==> src/logic/hpc_params.svh <==
/*
  Constants of the host port and control pin front end.
  Assumes inclusion by the package and by every design file that needs a count.
*/
// Function
// The serial host port is an I2C target while the select input is high and an SPI target while it is low.
// The shared data pin is two-way in I2C and 3-wire SPI modes and only the data input in 4-wire SPI mode.
// The second shared pin is sampled as address bit 1 in I2C mode and driven as data output in 4-wire SPI mode.
// The host supplies the serial clock on one input, used as the serial clock in both modes.
// The third shared pin is address bit 0 in I2C mode and an active-low chip select framing each SPI transaction.
// The interrupt output is driven low whenever a change in internal status has been detected.
// While the reset input is low the whole device is reset and every setting returns to its default.
// All clock outputs stay disabled while reset is in effect.
// Outputs governed by the first enable input are enabled while it is low and disabled while it is high.
// After reset the first enable input governs every output; configuration may restrict it to a subset.
// The second enable input affects no output until configuration assigns it a subset.
// An output governed by both enable inputs is enabled only while every governing input is low.
`ifndef HPC_PARAMS_SVH
`define HPC_PARAMS_SVH

`define HPC_NUM_OUT        8
`define HPC_OE0_MASK_RST   8'hFF
`define HPC_OE1_MASK_RST   8'h00
`define HPC_I2C_SEL_LEVEL  1'b1
`define HPC_SYNC_RST       1'b0

`endif

==> src/logic/hpc_pkg.sv <==
/*
  Types of the host port and control pin front end.
  Assumes the constants header is on the include path.
*/
`include "hpc_params.svh"
package hpc_pkg;
  typedef enum logic [1:0] {
    HPC_MODE_I2C,
    HPC_MODE_SPI3,
    HPC_MODE_SPI4
  } hpc_mode_e;
  typedef logic [`HPC_NUM_OUT-1:0] hpc_outmask_t;
endpackage

==> src/logic/hpc_edge.sv <==
/*
  Rising and falling edge finder on an already synchronised level.
  Assumes the input is in the mclk domain.
*/
`timescale 1ns/100ps
module hpc_edge (
  input  wire logic mclk,
  input  wire logic rst_b,
  input  wire logic level,
  output logic      rise,
  output logic      fall
);
  logic prev_q;
  logic prev_d;

  always_comb begin
    prev_d = level;
  end

  always_ff @(posedge mclk) begin
    if (!rst_b) begin
      prev_q <= 1'b0;
    end else begin
      prev_q <= prev_d;
    end
  end

  assign rise = level & ~prev_q;
  assign fall = ~level & prev_q;
endmodule

==> src/logic/hpc_sync.sv <==
/*
  Three-stage synchroniser for one pin; the output changes once stages two and three agree.
  Assumes a free running mclk and a synchronous active-low reset.
*/
`timescale 1ns/100ps
module hpc_sync #(
  parameter logic RST_VAL = 1'b0
) (
  input  wire logic mclk,
  input  wire logic rst_b,
  input  wire logic pin,
  output logic      level
);
  logic [2:0] sh_q;
  logic [2:0] sh_d;
  logic       lvl_q;
  logic       lvl_d;

  always_comb begin
    sh_d  = {sh_q[1:0], pin};
    lvl_d = (sh_q[1] == sh_q[2]) ? sh_q[2] : lvl_q;
  end

  always_ff @(posedge mclk) begin
    if (!rst_b) begin
      sh_q  <= {3{RST_VAL}};
      lvl_q <= RST_VAL;
    end else begin
      sh_q  <= sh_d;
      lvl_q <= lvl_d;
    end
  end

  assign level = lvl_q;
endmodule

==> src/logic/hpc_top.sv <==
/*
  Pin front end: serial port mode and pin roles, interrupt pin, reset, output enables.
  Assumes the serial engine and status logic sit behind the user-side ports on mclk.
*/
`timescale 1ns/100ps
`include "hpc_params.svh"
module hpc_top
  import hpc_pkg::*;
(
  input  wire logic                    mclk,
  input  wire logic                    device_reset_n,
  input  wire logic                    i2c_select,
  input  wire logic                    serial_clk,
  input  wire logic                    sdio_in,
  output logic                         sdio_out,
  output logic                         sdio_oe,
  input  wire logic                    addr1_or_data_out_in,
  output logic                         addr1_or_data_out_out,
  output logic                         addr1_or_data_out_oe,
  input  wire logic                    addr0_or_select_n,
  output logic                         irq_n,
  input  wire logic                    output_enable_first_n,
  input  wire logic                    output_enable_second_n,
  input  wire logic                    spi_four_wire,
  input  wire logic                    core_data_out,
  input  wire logic                    core_data_drive,
  input  wire logic                    status_change,
  input  wire logic                    irq_clear,
  input  wire logic                    cfg_write,
  input  wire logic [`HPC_NUM_OUT-1:0] cfg_oe0_mask,
  input  wire logic [`HPC_NUM_OUT-1:0] cfg_oe1_mask,
  output logic [1:0]                   port_mode,
  output logic                         ser_clk_rise,
  output logic                         ser_clk_fall,
  output logic                         ser_data_in,
  output logic                         spi_frame,
  output logic [1:0]                   i2c_addr,
  output logic [`HPC_NUM_OUT-1:0]      clk_out_en,
  output logic                         core_rst_b
);
  // =====================================================
  // Reset and pin synchronisers
  logic rst_b;
  logic rst_s1_q;
  logic rst_s2_q;
  logic sel_s;
  logic sck_s;
  logic sdi_s;
  logic a1_s;
  logic cs_s;
  logic oe0_s;
  logic oe1_s;
  logic sck_rise;
  logic sck_fall;

  // Reset pin is itself async; two flops give a clean synchronous release, while the pin asserts reset at once
  always_ff @(posedge mclk) begin
    rst_s1_q <= device_reset_n;
    rst_s2_q <= rst_s1_q;
  end
  assign rst_b = rst_s2_q & device_reset_n;

  hpc_sync #(.RST_VAL(1'b1)) u_sync_sel (.mclk(mclk), .rst_b(rst_b), .pin(i2c_select),             .level(sel_s));
  hpc_sync #(.RST_VAL(1'b0)) u_sync_sck (.mclk(mclk), .rst_b(rst_b), .pin(serial_clk),             .level(sck_s));
  hpc_sync #(.RST_VAL(1'b1)) u_sync_sdi (.mclk(mclk), .rst_b(rst_b), .pin(sdio_in),                .level(sdi_s));
  hpc_sync #(.RST_VAL(1'b0)) u_sync_a1  (.mclk(mclk), .rst_b(rst_b), .pin(addr1_or_data_out_in),   .level(a1_s));
  hpc_sync #(.RST_VAL(1'b1)) u_sync_cs  (.mclk(mclk), .rst_b(rst_b), .pin(addr0_or_select_n),      .level(cs_s));
  hpc_sync #(.RST_VAL(1'b1)) u_sync_oe0 (.mclk(mclk), .rst_b(rst_b), .pin(output_enable_first_n),  .level(oe0_s));
  hpc_sync #(.RST_VAL(1'b1)) u_sync_oe1 (.mclk(mclk), .rst_b(rst_b), .pin(output_enable_second_n), .level(oe1_s));

  hpc_edge u_sck_edge (.mclk(mclk), .rst_b(rst_b), .level(sck_s), .rise(sck_rise), .fall(sck_fall));

  // =====================================================
  // Mode and pin roles
  hpc_mode_e    mode_d;
  hpc_mode_e    mode_q;
  logic         rise_d, rise_q, fall_d, fall_q, din_d, din_q, frame_d, frame_q;
  logic [1:0]   addr_d, addr_q;
  logic         sdo_d, sdo_q, sdoe_d, sdoe_q, a1o_d, a1o_q, a1oe_d, a1oe_q;

  always_comb begin
    if (sel_s == `HPC_I2C_SEL_LEVEL) begin
      mode_d = HPC_MODE_I2C;
    end else if (spi_four_wire) begin
      mode_d = HPC_MODE_SPI4;
    end else begin
      mode_d = HPC_MODE_SPI3;
    end
    rise_d  = sck_rise;
    fall_d  = sck_fall;
    din_d   = sdi_s;
    frame_d = (mode_d != HPC_MODE_I2C) && !cs_s;
    addr_d  = addr_q;
    sdo_d   = 1'b0;
    sdoe_d  = 1'b0;
    a1o_d   = 1'b0;
    a1oe_d  = 1'b0;
    // Pin roles follow the mode being registered, so roles and mode never disagree
    case (mode_d)
      HPC_MODE_I2C: begin
        addr_d = {a1_s, cs_s};
        // Open drain: only ever pull low
        sdo_d  = 1'b0;
        sdoe_d = core_data_drive & ~core_data_out;
      end
      HPC_MODE_SPI3: begin
        sdo_d  = core_data_out;
        sdoe_d = core_data_drive & ~cs_s;
      end
      HPC_MODE_SPI4: begin
        a1o_d  = core_data_out;
        a1oe_d = ~cs_s;
      end
      default: begin
        sdoe_d = 1'b0;
      end
    endcase
  end

  always_ff @(posedge mclk) begin
    if (!rst_b) begin
      mode_q  <= HPC_MODE_I2C;
      rise_q  <= 1'b0;
      fall_q  <= 1'b0;
      din_q   <= 1'b1;
      frame_q <= 1'b0;
      addr_q  <= 2'h0;
      sdo_q   <= 1'b0;
      sdoe_q  <= 1'b0;
      a1o_q   <= 1'b0;
      a1oe_q  <= 1'b0;
    end else begin
      mode_q  <= mode_d;
      rise_q  <= rise_d;
      fall_q  <= fall_d;
      din_q   <= din_d;
      frame_q <= frame_d;
      addr_q  <= addr_d;
      sdo_q   <= sdo_d;
      sdoe_q  <= sdoe_d;
      a1o_q   <= a1o_d;
      a1oe_q  <= a1oe_d;
    end
  end

  // =====================================================
  // Interrupt pin and output enables
  logic                    irq_d, irq_q;
  hpc_outmask_t            m0_d, m0_q, m1_d, m1_q, en_d, en_q;
  logic                    crst_q;

  always_comb begin
    // Set wins over clear
    irq_d = status_change ? 1'b1 : (irq_clear ? 1'b0 : irq_q);
    m0_d  = cfg_write ? cfg_oe0_mask : m0_q;
    m1_d  = cfg_write ? cfg_oe1_mask : m1_q;
    for (int i = 0; i < `HPC_NUM_OUT; i++) begin
      en_d[i] = !(m0_q[i] && oe0_s) && !(m1_q[i] && oe1_s);
    end
  end

  always_ff @(posedge mclk) begin
    if (!rst_b) begin
      irq_q  <= 1'b0;
      m0_q   <= `HPC_OE0_MASK_RST;
      m1_q   <= `HPC_OE1_MASK_RST;
      en_q   <= '0;
      crst_q <= `HPC_SYNC_RST;
    end else begin
      irq_q  <= irq_d;
      m0_q   <= m0_d;
      m1_q   <= m1_d;
      en_q   <= en_d;
      crst_q <= 1'b1;
    end
  end

  assign port_mode             = mode_q;
  assign ser_clk_rise          = rise_q;
  assign ser_clk_fall          = fall_q;
  assign ser_data_in           = din_q;
  assign spi_frame             = frame_q;
  assign i2c_addr              = addr_q;
  assign sdio_out              = sdo_q;
  assign sdio_oe               = sdoe_q;
  assign addr1_or_data_out_out = a1o_q;
  assign addr1_or_data_out_oe  = a1oe_q;
  assign irq_n                 = ~irq_q;
  assign clk_out_en            = en_q;
  assign core_rst_b            = crst_q;

  // =====================================================
  // Checks
  property p_mode_i2c;
    @(posedge mclk) disable iff (!rst_b) (sel_s == 1'b1) |=> (mode_q == HPC_MODE_I2C);
  endproperty
  a_mode_i2c: assert property (p_mode_i2c) else $error("I2C mode not taken");

  property p_sdo_only_spi4;
    @(posedge mclk) disable iff (!rst_b) addr1_or_data_out_oe |-> (mode_q == HPC_MODE_SPI4);
  endproperty
  a_sdo_only_spi4: assert property (p_sdo_only_spi4) else $error("Data out driven outside 4-wire");

  property p_sdio_quiet_spi4;
    @(posedge mclk) disable iff (!rst_b) (mode_q == HPC_MODE_SPI4) |-> !sdio_oe;
  endproperty
  a_sdio_quiet_spi4: assert property (p_sdio_quiet_spi4) else $error("Data pin driven in 4-wire");

  property p_sck_follow;
    @(posedge mclk) disable iff (!rst_b) sck_rise |=> ser_clk_rise;
  endproperty
  a_sck_follow: assert property (p_sck_follow) else $error("Serial clock edge lost");

  property p_frame;
    @(posedge mclk) disable iff (!rst_b) spi_frame |-> (mode_q != HPC_MODE_I2C);
  endproperty
  a_frame: assert property (p_frame) else $error("Frame in I2C mode");

  property p_irq;
    @(posedge mclk) disable iff (!rst_b) status_change |=> !irq_n;
  endproperty
  a_irq: assert property (p_irq) else $error("Interrupt not asserted");

  property p_rst_off;
    @(posedge mclk) !rst_b |=> (clk_out_en == '0) && (m0_q == `HPC_OE0_MASK_RST);
  endproperty
  a_rst_off: assert property (p_rst_off) else $error("Outputs live after reset");

  property p_oe0_off;
    @(posedge mclk) disable iff (!rst_b) (oe0_s && (m0_q == `HPC_OE0_MASK_RST)) |=> (clk_out_en == '0);
  endproperty
  a_oe0_off: assert property (p_oe0_off) else $error("Enable high left outputs on");

  property p_oe1_none;
    @(posedge mclk) disable iff (!rst_b) (!oe0_s && (m1_q == '0)) |=> (clk_out_en == '1);
  endproperty
  a_oe1_none: assert property (p_oe1_none) else $error("Second enable acted unassigned");
endmodule

==> config.mk <==
export PLATFORM = sky130hd
export DESIGN_NAME = hpc_top
export DESIGN_NICKNAME = d
export VERILOG_FILES = /design/src/logic/hpc_pkg.sv /design/src/logic/hpc_edge.sv /design/src/logic/hpc_sync.sv /design/src/logic/hpc_top.sv
export VERILOG_INCLUDE_DIRS = /design/src /design/src/logic
export SDC_FILE = /design/constraint.sdc
export NUM_CORES = 1
export LEC_CHECK = 0
export BUFFER_PORTS_ARGS = -buffer_cell sky130_fd_sc_hd__buf_4
export CORE_ASPECT_RATIO = 1.25
export CORE_UTILIZATION = 51
export DETAILED_ROUTE_END_ITERATION = 8
export PLACE_DENSITY = 0.84
export SYNTH_ARGS = -nofsm -noshare
export SYNTH_HDL_FRONTEND = slang
export SYNTH_HIERARCHICAL = 1
export SYNTH_SLANG_ARGS = --single-unit
==> constraint.sdc <==
create_clock -name mclk -period 1.2 [get_ports mclk]
set_clock_uncertainty 0.05 [all_clocks]
set_input_delay 0.12 -clock mclk [delete_from_list [all_inputs] [get_ports mclk]]
set_output_delay 0.12 -clock mclk [all_outputs]
set_load 0.1 [all_outputs]
## Word level (Yosys, flattened, before mapping)

Cells that the tools add are included.

- Muxes and demuxes: 6
- Shift operators: 0
- Bitwise operators: 10
- Multiply operators: 0
- Div/mod/pow operators: 0
- $lt $le $gt $ge: 0
- Add/sub/neg operators: 0
- Reductions and logical operators: 47
- Equality and inequality tests: 9

Operators with widths:

| kind | count |
|---|---|
| 1-bit logical AND | 25 |
| 1-bit zero test | 17 |
| 1-bit == test | 7 |
| 1-bit bitwise AND | 5 |
| 1-bit NOT | 5 |
| 2-bit two-way mux | 2 |
| 2-bit AND reduction | 2 |
| 2-bit nonzero test | 2 |
| 1-bit two-way mux | 3 |
| 2-bit by 1-bit == test with 1-bit output (second input constant) | 1 |
| 2-bit == test (second input constant) | 1 |
| 2-bit zero test | 1 |
| 1-bit one-hot mux with 2 select lines | 1 |

- Register bits: 69
- Bits in writable memories: 0
- Input port bits: 31
- Memory bits (read-only): 0
- Bits in latches: 0
- Memories: 0
- Word-level logic and storage cells: 104

## Longest topological paths before layout

Gate-level depths: netlist (run 1).

- Depth in word-level cells: 4
- Depth in mapped cells: 4

## Cells and area by module

Netlist (run 1), hierarchy kept.

Modules (own cells, without submodules):

| module | area an instance (um^2) | seq. area each (um^2) | cells each | times used |
|---|---|---|---|---|
| hpc_top | 1,356.3 | 800.8 | 109 | 1 |
| hpc_sync (u_sync_cs ...) | 112.6 | 80.1 | 10 | 5 |
| hpc_sync (u_sync_a1 ...) | 116.4 | 80.1 | 10 | 2 |
| hpc_edge | 38.8 | 20.0 | 4 | 1 |

## Least setup slack after synthesis (run 1)

Ideal clock, no wire load.

- Kind: reg-to-reg
- Start: reg, netlist name i2c_addr[0]
- End: reg addr_q[0] (netlist: i2c_addr[0])
- Data required time: 1.083 ns
- Setup time: 0.067 ns
- Slack: -0.090 ns
- Cell stages (with the launch flop): 3
- Path buffers: 0
- Arrival time: 1.173 ns
- Period minus slack after synthesis: 1.290 ns
- Cells stage by stage: dfxtp_1 -> mux2i_1 -> nor2_1

RTL lines:

| element | line | text |
|---|---|---|
| end signal: assignment | hpc_top.sv:138 | `addr_q <= addr_d;` |
| end: declaration | hpc_top.sv:78 | `logic [1:0] addr_d, addr_q;` |

## Worst setup path after layout (run 1)

- Start: in device_reset_n
- End: reg sdo_q (netlist: sdio_out)

- Longest elaborated chain between the ends: 2

Ends and longest elaborated chain:

| element | line | text |
|---|---|---|
| start: declaration | hpc_top.sv:11 | `input wire logic device_reset_n,` |
| 1-bit bitwise AND | hpc_top.sv:61 | `assign rst_b = rst_s2_q & device_reset_n;` |
| 2-bit AND reduction (no line) | - |  |
| end signal: assignment | hpc_top.sv:139 | `sdo_q <= sdo_d;` |
| end: declaration | hpc_top.sv:79 | `logic sdo_d, sdo_q, sdoe_d, sdoe_q, a1o_d, a1o_q, a1oe_d, a1oe_q;` |

No other way between the ends.
A chain may end at the register's enable or synchronous reset.

==> results of run 1 <==
## metal layers
layer  up-vias  wire length, um  share of wire
met2        46             2020           0.50
met1       703             1720           0.42
met5         -                0              0
met4         0               68          0.017
li1        786                -              -
met3         8              240          0.059
## cells by family after synthesis
group	count (synthesis)	share of synthesized area
buffers and inverters	10	0.0383
AO/OA/AOI/OAI	24	0.0942
multiplexers	18	0.0822
AND/OR/NAND/NOR	62	0.155
flip-flops	69	0.630
## sequential cells by signal (all words and copies together), names as in the netlist, 2 cells and up
signal           count
port_mode            2
m0_q                 8
clk_out_en           8
u_sync_oe1/sh_q      3
u_sync_sck/sh_q      3
u_sync_cs/sh_q       3
u_sync_sel/sh_q      3
m1_q                 8
u_sync_a1/sh_q       3
u_sync_oe0/sh_q      3
u_sync_sdi/sh_q      3
i2c_addr             2
## through the flow
step | cells | utilization | power [mW]
finish | 326 | 0.752 | 4.52
CTS | 326 | 0.748 | 4.58
detailed placement | 286 | 0.640 | 2.70
global route | 326 | 0.752 | 4.72
floorplan | 183 | - | 2.58
global placement | 286 | 0.640 | 2.69
## how the worst max path moves through the flow
stage | endpoint | cells after the start
after global routing | irq_n | 2
after global placement | addr1_or_data_out_out$_SDFF_PN0_ | 4
after floorplan | addr1_or_data_out_oe | 0
final | sdio_out$_SDFF_PN0_ | 5
after detailed placement | sdio_out$_SDFF_PN0_ | 3
after CTS | irq_n | 2
## power by group through the flow
stage,logic [mW],registers [mW],clock network [mW]
after floorplan,0.124,2.46,0
after global placement,0.286,2.41,0
after detailed placement,0.290,2.41,0
after CTS,0.357,2.36,1.86
after global routing,0.381,2.36,1.97
final,0.359,2.36,1.80
## cells in the final DEF (no fill, tap or decap), drive strengths merged
master / count
dfxtp: 69
buf: 55
dlygate4sd3: 25
mux2i: 18
nand2b: 16
nor2: 15
clkbuf: 14
nand2: 11
a221oi: 8
o21ai: 7
and2: 7
a21oi: 5
nor2b: 4
nor3: 3
and3: 2
a21boi: 2
inv: 2
nor4b: 2
nor3b: 1
o211a: 1
and4b: 1
o21a: 1
bufinv: 1
## worst max-delay path, delay by kind of cell
kind                   cells  cell delay, ns
buffers and inverters      3            0.83
AND/OR/NAND/NOR            2            0.38
## cell type report
| type | count | share of cell area |
|---|---|---|
| timing repair buffer | 80 | 0.223 |
| tap | 56 | 0.0227 |
| sequential | 69 | 0.449 |
| multi-input combinational | 104 | 0.239 |
| clock buffer | 14 | 0.0528 |
| clock inverter | 1 | 0.00974 |
| inverter | 2 | 0.00325 |
## what timing repair did
action                     4_1_cts  5_1_grt
hold endpoints to repair        26        0
hold buffers                    25        0
resized for setup                0        3
setup endpoints to repair        0        2
==> impl_metrics.env, run 1 <==
export IMPL_cts_num_sinks=69
export IMPL_endpoint_kind="flip-flop"
export IMPL_dieWidth_um=60.6
export IMPL_drt_iter0_markers=66
export IMPL_crit_chain="dlygate4sd3_1, buf_4, nand2_4, buf_12, nor4b_1"
export IMPL_fillerInstances=304
export IMPL_comb_power_share=0.079
export IMPL_setup_viol=0
export IMPL_outcome="finished, final reports clean"
export IMPL_cp_arrival_ns=1.34
export IMPL_final_layout_size_suffix_gt1_frac=0.304
export IMPL_critPathLaunch="device_reset_n"
export IMPL_numCtsBuffers=9
export IMPL_synth_edf_count=0
export IMPL_max_stage_delay_ns=0.53
export IMPL_drc_errors=0
export IMPL_clk_path_buf_depth=2
export IMPL_rsz0062_at_grt="false"
export IMPL_multi_input_area_um2=737
export IMPL_clkPwrFrac=0.398
export IMPL_syn_area_per_cell_um2=12.0
export IMPL_grt_pass1_vias=1456
export IMPL_reg2reg_slack_ns=0.08
export IMPL_h_tree_depth=3
export IMPL_synth_commonest_cells="69 x dfxtp_1, 18 x mux2i_1, 16 x nand2b_1, 15 x nor2_1, 10 x nand2_1"
export IMPL_switching_share=0.205
export IMPL_antenna_found_initial=0
export IMPL_path_clk_slew_ns=0.07
export IMPL_gp_congestion=0.720
export IMPL_initial_core_util=0.534
export IMPL_cts_tree="done"
export IMPL_core_area_mm2=0.00410
export IMPL_rr_endpoint="sdio_out$_SDFF_PN0_"
export IMPL_worstPathRequired_ns=1.37
export IMPL_hold_viol=0
export IMPL_port_buffers=52
export IMPL_via_per_inst=4.73
export IMPL_met2_usage=0.327
export IMPL_reg2regPathDepth=3
export IMPL_antenna_left=0
export IMPL_die_h_um=75.3
export IMPL_cts_setup_buffers=0
export IMPL_die_area_mm2=0.00456
export IMPL_rows=26
export IMPL_relSlewSlack=0.650
export IMPL_start_kind="input port"
export IMPL_yosysMostFrequentCell="dfxtp_1"
export IMPL_io_pins=53
export IMPL_place_ws_ns=0.121
export IMPL_routed_wl_mm=4.04
export IMPL_synth_seq_area_share=0.630
export IMPL_place_area_mm2=0.00263
export IMPL_p_seq_frac=0.522
export IMPL_async_reset_ff_frac=0
export IMPL_ys_warnings_count=6
export IMPL_synth_nets=214
export IMPL_seqCellArea_mm2=0.00138
export IMPL_internal_power_mw=3.59
export IMPL_first_pass_iters=4
export IMPL_synth_seq_cells=69
export IMPL_grt_overflow_total=0
export IMPL_postSynthCellCount=183
export IMPL_synthDistinctLibCells=27
export IMPL_grt_pass1_wl_mm=6.27
export IMPL_whs_path_depth=3
export IMPL_ir_drop_mv=1.03
export IMPL_crit_type="input port to flip-flop"
export IMPL_worstPathMaxFanout=23
export IMPL_hpwl_mm=2.49
export IMPL_p_leak_nw=1.31
export IMPL_min_delay_start="cfg_oe1_mask[7]"
export IMPL_netlist_top_cells_area="dfxtp_1 63%, mux2i_1 8.2%, a221oi_2 4.8%"
export IMPL_worstHoldEndpoint="m1_q[7]$_SDFFE_PN0P_"
export IMPL_fin_area_mm2=0.00308
export IMPL_worst_pin_slew_ns=0.525
export IMPL_grt_max_degree=26
export IMPL_fmax_ghz=0.855
export IMPL_synthToLayoutAreaGrowth_pct=40.7
export IMPL_syn_cell_area_mm2=0.00219
export IMPL_synth_top_area_cell="dfxtp_1"
export IMPL_powerDensity_mw_per_mm2=1470
export IMPL_busiest_layer="met2"
export IMPL_fin_nets=297
export IMPL_synth_ff_type="dfxtp_1"
export IMPL_fin_tns_setup_ns=0
export IMPL_drv_cap=0
export IMPL_min_path_type="input port to flip-flop"
export IMPL_wl_per_cell_um=12.4
export IMPL_root_buffer="clkbuf_8"
export IMPL_n_antenna_cell=0
export IMPL_whs_ns=0.0166
export IMPL_fin_crit_sh=0.975
export IMPL_drv_slew=0
export IMPL_met3_usage=0.0928
export IMPL_grtUsageMet1=0.212
export IMPL_power_switching_uw=927
export IMPL_cp_slowest_cell="dlygate4sd3_1"
export IMPL_crit_reg2reg_launch="rst_s2_q$_DFF_P_"
export IMPL_clock_latency_ns=0.33
export IMPL_yosys_area_top_type_share=0.630
export IMPL_layout_min_cycle_time_ns=1.17
export IMPL_fin_ws_ns=0.0304
export IMPL_vias=1543
export IMPL_grt_usage=0.195
(Power assumes the default switching activity.)
==> run 2, diff against run 1 <==
--- a/config.mk
+++ b/config.mk
@@ -6,7 +6,7 @@
 export SDC_FILE = /design/constraint.sdc
 export NUM_CORES = 1
 export LEC_CHECK = 0
-export BUFFER_PORTS_ARGS = -buffer_cell sky130_fd_sc_hd__buf_4
+export BUFFER_PORTS_ARGS = -buffer_cell sky130_fd_sc_hd__buf_2
 export CORE_ASPECT_RATIO = 1.25
 export CORE_UTILIZATION = 51
 export DETAILED_ROUTE_END_ITERATION = 8
==> run 2 against run 1 <==
Worst hold slack got worse by 0.0046 ns. First-iteration DRC count fell by 6.1%. Final area up 5.1%. Setup slack gained 0.062 ns. Utilization up 3.8 points. Largest cell class unchanged. Sequential cell count unchanged. Clock power rose by 13%. Largest power group unchanged.
==> impl_metrics.env, run 2 (synthesis gave the netlist of run 1 again) <==
export IMPL_outcome="finished, final reports clean"
export IMPL_crit_family="flip-flops"
export IMPL_worstPathRequired_ns=1.03
export IMPL_relSlewSlack=0.635
export IMPL_seqCellArea_mm2=0.00138
export IMPL_fin_nets=299
export IMPL_p_leak_nw=1.35
export IMPL_powerDensity_mw_per_mm2=1470
export IMPL_grt_usage=0.216
export IMPL_die_area_mm2=0.00456
export IMPL_crit_chain="buf_4"
export IMPL_internal_power_mw=3.74
export IMPL_synthToLayoutAreaGrowth_pct=47.8
export IMPL_switching_share=0.215
export IMPL_max_stage_delay_ns=0.32
export IMPL_cts_setup_buffers=0
export IMPL_power_switching_mw=1.02
export IMPL_min_path_type="input port to flip-flop"
export IMPL_path_clk_slew_ns=0.07
export IMPL_grt_pass1_wl_mm=6.95
export IMPL_drt_iter0_markers=62
export IMPL_routed_wl_mm=4.40
export IMPL_whs_path_depth=3
export IMPL_worst_pin_slew_ns=0.547
export IMPL_setup_viol=0
export IMPL_comb_power_share=0.074
export IMPL_layout_min_cycle_time_ns=1.11
export IMPL_p_seq_frac=0.496
export IMPL_rsz0062_at_grt="false"
export IMPL_port_buffers=52
export IMPL_root_buffer="clkbuf_8"
export IMPL_cts_tree="done"
export IMPL_layout_commonest_cell="dfxtp_1"
export IMPL_fin_tns_setup_ns=0
export IMPL_io_pins=53
export IMPL_power_mw=4.76
export IMPL_start_kind="flip-flop"
export IMPL_clock_latency_ns=0.33
export IMPL_drc_errors=0
export IMPL_vias=1571
export IMPL_fmax_ghz=0.902
export IMPL_gp_congestion=0.769
export IMPL_reg2regPathDepth=3
export IMPL_worstPathMaxFanout=1
export IMPL_cp_arrival_ns=0.94
export IMPL_via_per_inst=4.78
export IMPL_antenna_left=0
export IMPL_clk_path_buf_depth=2
export IMPL_grt_max_degree=26
export IMPL_final_util=0.790
export IMPL_hpwl_mm=2.53
export IMPL_multi_input_area_um2=732
export IMPL_crit_buf_inv=1
export IMPL_grt_overflow_total=0
export IMPL_wl_per_cell_um=13.4
export IMPL_path_depth=1
export IMPL_core_area_mm2=0.00410
export IMPL_crit_type="flip-flop to output pin"
export IMPL_place_area_mm2=0.00273
export IMPL_fillerInstances=255
export IMPL_n_antenna_cell=0
export IMPL_grt_pass1_vias=1574
export IMPL_rows=26
export IMPL_endpoint_kind="output pin"
export IMPL_drv_slew=0
export IMPL_fin_crit_sh=0.923
export IMPL_final_cell_mix="67 x dfxtp_1, 30 x buf_2, 26 x dlygate4sd3_1"
export IMPL_antenna_found_initial=0
export IMPL_dieWidth_um=60.6
export IMPL_ir_drop_mv=1.36
export IMPL_drv_cap=0
export IMPL_first_pass_iters=4
export IMPL_initial_core_util=0.534
export IMPL_clkPwrFrac=0.430
export IMPL_hold_viol=0
export IMPL_cp_slowest_cell="dfxtp_1"
export IMPL_numCtsBuffers=9
export IMPL_final_layout_size_suffix_gt1_frac=0.319
export IMPL_h_tree_depth=3
export IMPL_cts_num_sinks=69
export IMPL_die_h_um=75.3
export IMPL_fin_area_mm2=0.00324
-- run 2: power by group through the flow --
stage	registers, mW	logic (mW)	clock network (mW)
after floorplan	2.46	0.124	0
after detailed placement	2.41	0.281	0
after global placement	2.41	0.277	0
after CTS	2.36	0.351	2.09
final	2.36	0.354	2.04
after global routing	2.36	0.379	2.20
-- run 2: per-stage QoR --
step,hold slack (ns),worst slack (ns),cells
floorplan,0.0977,0.121,183
detailed placement,0.223,0.0791,287
CTS,0.0130,0.0329,329
global placement,0.221,0.147,287
global route,0.0212,0.0358,329
finish,0.0120,0.0919,329
-- run 2: final timing paths --
check                            from                    to  slack (ns)
max          clk_out_en[2]$_SDFF_PN0_         clk_out_en[2]        0.09
min                   cfg_oe1_mask[7]  m1_q[7]$_SDFFE_PN0P_        0.01
max reg2reg          rst_s2_q$_DFF_P_   sdio_out$_SDFF_PN0_        0.10
min reg2reg          rst_s1_q$_DFF_P_      rst_s2_q$_DFF_P_        0.28
-- run 2: metal layers --
layer	part of all wire	vias to the layer above	global-route usage
met3	0.051	7	0.0722
met4	0.014	0	0.0909
met1	0.40	729	0.229
li1	-	788	-
met2	0.53	47	0.386
met5	0	-	0
-- run 2: layout make-up --
type                       count  share of cell area
multi-input combinational    104               0.226
clock inverter                 6              0.0267
timing repair buffer          82               0.253
sequential                    69               0.427
clock buffer                  10              0.0425
inverter                       2             0.00309
tap                           56              0.0216
-- run 2: what timing repair did --
action,4_1_cts,5_1_grt
endpoints found under the setup margin,8,2
endpoints found under the hold margin,27,0
hold buffers,26,0
gates resized for setup,8,2
==> run 3, diff against run 2 <==
--- a/config.mk
+++ b/config.mk
@@ -7,10 +7,10 @@
 export NUM_CORES = 1
 export LEC_CHECK = 0
 export BUFFER_PORTS_ARGS = -buffer_cell sky130_fd_sc_hd__buf_2
-export CORE_ASPECT_RATIO = 1.25
-export CORE_UTILIZATION = 51
+export CORE_ASPECT_RATIO = 1.5
+export CORE_UTILIZATION = 55
 export DETAILED_ROUTE_END_ITERATION = 8
-export PLACE_DENSITY = 0.84
+export PLACE_DENSITY = 0.89
 export SYNTH_ARGS = -nofsm -noshare
 export SYNTH_HDL_FRONTEND = slang
 export SYNTH_HIERARCHICAL = 1
==> constraint.sdc (replaced) <==
create_clock -name mclk -period 1.3 [get_ports mclk]
set_clock_uncertainty 0.05 [all_clocks]
set_input_delay 0.13 -clock mclk [delete_from_list [all_inputs] [get_ports mclk]]
set_output_delay 0.13 -clock mclk [all_outputs]
set_load 0.1 [all_outputs]
==> run 3 against run 2 <==
Worst hold slack improved by 0.034 ns. Via count rose by 0.32%. First-iteration DRC count fell by 37%. Critical path depth unchanged.
==> impl_metrics.env, run 3 (synthesis gave the netlist of run 1 again) <==
export IMPL_fmax_ghz=0.796
export IMPL_start_kind="flip-flop"
export IMPL_io_pins=53
export IMPL_cts_setup_buffers=0
export IMPL_max_stage_delay_ns=0.42
export IMPL_fin_crit_sh=0.967
export IMPL_final_layout_size_suffix_gt1_frac=0.296
export IMPL_layout_min_cycle_time_ns=1.26
export IMPL_crit_buf_inv=1
export IMPL_n_antenna_cell=0
export IMPL_antenna_left=0
export IMPL_drt_iter0_markers=39
export IMPL_cts_num_sinks=69
export IMPL_gp_congestion=0.733
export IMPL_grt_max_degree=39
export IMPL_grt_overflow_total=0
export IMPL_antenna_found_initial=0
export IMPL_vias=1576
export IMPL_fin_ws_ns=0.0430
export IMPL_fin_tns_setup_ns=0
export IMPL_min_path_type="input port to flip-flop"
export IMPL_final_cell_mix="69 x dfxtp_1, 49 x buf_2, 27 x dlygate4sd3_1"
export IMPL_worst_pin_slew_ns=0.531
export IMPL_rows=27
export IMPL_cp_arrival_ns=1.08
export IMPL_outcome="finished, final reports clean"
export IMPL_h_tree_depth=3
export IMPL_core_area_mm2=0.00375
export IMPL_crit_family="buffers and inverters"
export IMPL_grt_pass1_wl_mm=6.41
export IMPL_grt_pass1_vias=1534
export IMPL_rsz0062_at_grt="false"
export IMPL_synthToLayoutAreaGrowth_pct=33.1
export IMPL_via_per_inst=4.97
export IMPL_endpoint_kind="output pin"
export IMPL_fin_nets=301
export IMPL_die_h_um=79.3
export IMPL_numCtsBuffers=9
export IMPL_first_pass_iters=4
export IMPL_cts_tree="done"
export IMPL_die_area_mm2=0.00424
export IMPL_place_ws_ns=0.240
export IMPL_fillerInstances=231
export IMPL_clk_path_buf_depth=2
export IMPL_port_buffers=52
export IMPL_drv_slew=0
export IMPL_dieWidth_um=53.5
export IMPL_clock_latency_ns=0.33
export IMPL_drv_cap=0
export IMPL_crit_chain="buf_2"
export IMPL_layout_commonest_cell="dfxtp_1"
export IMPL_grt_usage=0.220
export IMPL_p_leak_nw=1.27
export IMPL_initial_core_util=0.584
export IMPL_ir_drop_mv=1.07
export IMPL_worstPathRequired_ns=1.12
export IMPL_root_buffer="clkbuf_8"
export IMPL_worstPathMaxFanout=1
export IMPL_final_util=0.777
export IMPL_hold_viol=0
export IMPL_powerDensity_mw_per_mm2=1340
export IMPL_hpwl_mm=2.42
export IMPL_relSlewSlack=0.646
export IMPL_cp_slowest_cell="buf_2"
export IMPL_wl_per_cell_um=13.1
export IMPL_setup_viol=0
export IMPL_drc_errors=0
export IMPL_routed_wl_mm=4.14
export IMPL_crit_type="flip-flop to output pin"
export IMPL_path_clk_slew_ns=0.07
## run 3: final timing paths
kind | start | endpoint | slack (ns) | cells after the start
worst max-delay path | addr1_or_data_out_out$_SDFF_PN0_ | addr1_or_data_out_out | 0.04 | 1
worst min-delay path | core_data_out | sdio_out$_SDFF_PN0_ | 0.05 | 2
worst max register to register | rst_s2_q$_DFF_P_ | sdio_out$_SDFF_PN0_ | 0.22 | 3
worst min register to register | rst_s1_q$_DFF_P_ | rst_s2_q$_DFF_P_ | 0.28 | 0
## run 3: metrics by stage
step / cell area [um2] / power (mW) / hold slack (ns) / cells
6_report: 2920 / 3.89 / 0.0457 / 317
5_1_grt: 2920 / 4.03 / 0.0503 / 317
4_1_cts: 2910 / 3.93 / 0.0289 / 317
3_5_place_dp: 2480 / 2.45 / 0.238 / 275
3_3_place_gp: 2480 / 2.45 / 0.240 / 275
2_1_floorplan: 2190 / 2.38 / 0.108 / 183
## run 3: timing repair
action,CTS,global route
pin swaps,0,0
gates resized for setup,2,1
hold buffers,27,0
setup endpoints to repair,2,1
hold endpoints to repair,28,0
## run 3: metal layers
metal  vias up  wire length (um)  GRT usage
met1       729              1700      0.207
met3         7               174     0.0805
li1        795                 -          -
met5         -                 0          0
met2        45              2190      0.386
met4         0                72      0.126
## run 3: layout make-up
cell class                 instances  area [um2]  share of cell area
clock buffer                      13         149              0.0511
clock inverter                     2        10.0             0.00343
inverter                           2        7.51             0.00258
multi-input combinational        104         726               0.249
sequential                        69        1380               0.474
tap                               43        53.8              0.0185
timing repair buffer              84         588               0.202
## run 3: power by group
part	total [mW]	switching [mW]	leakage, nW	internal [mW]
combinational	0.298	0.154	0.629	0.144
clock	1.42	0.690	0.0833	0.729
sequential	2.18	0.0214	0.562	2.16
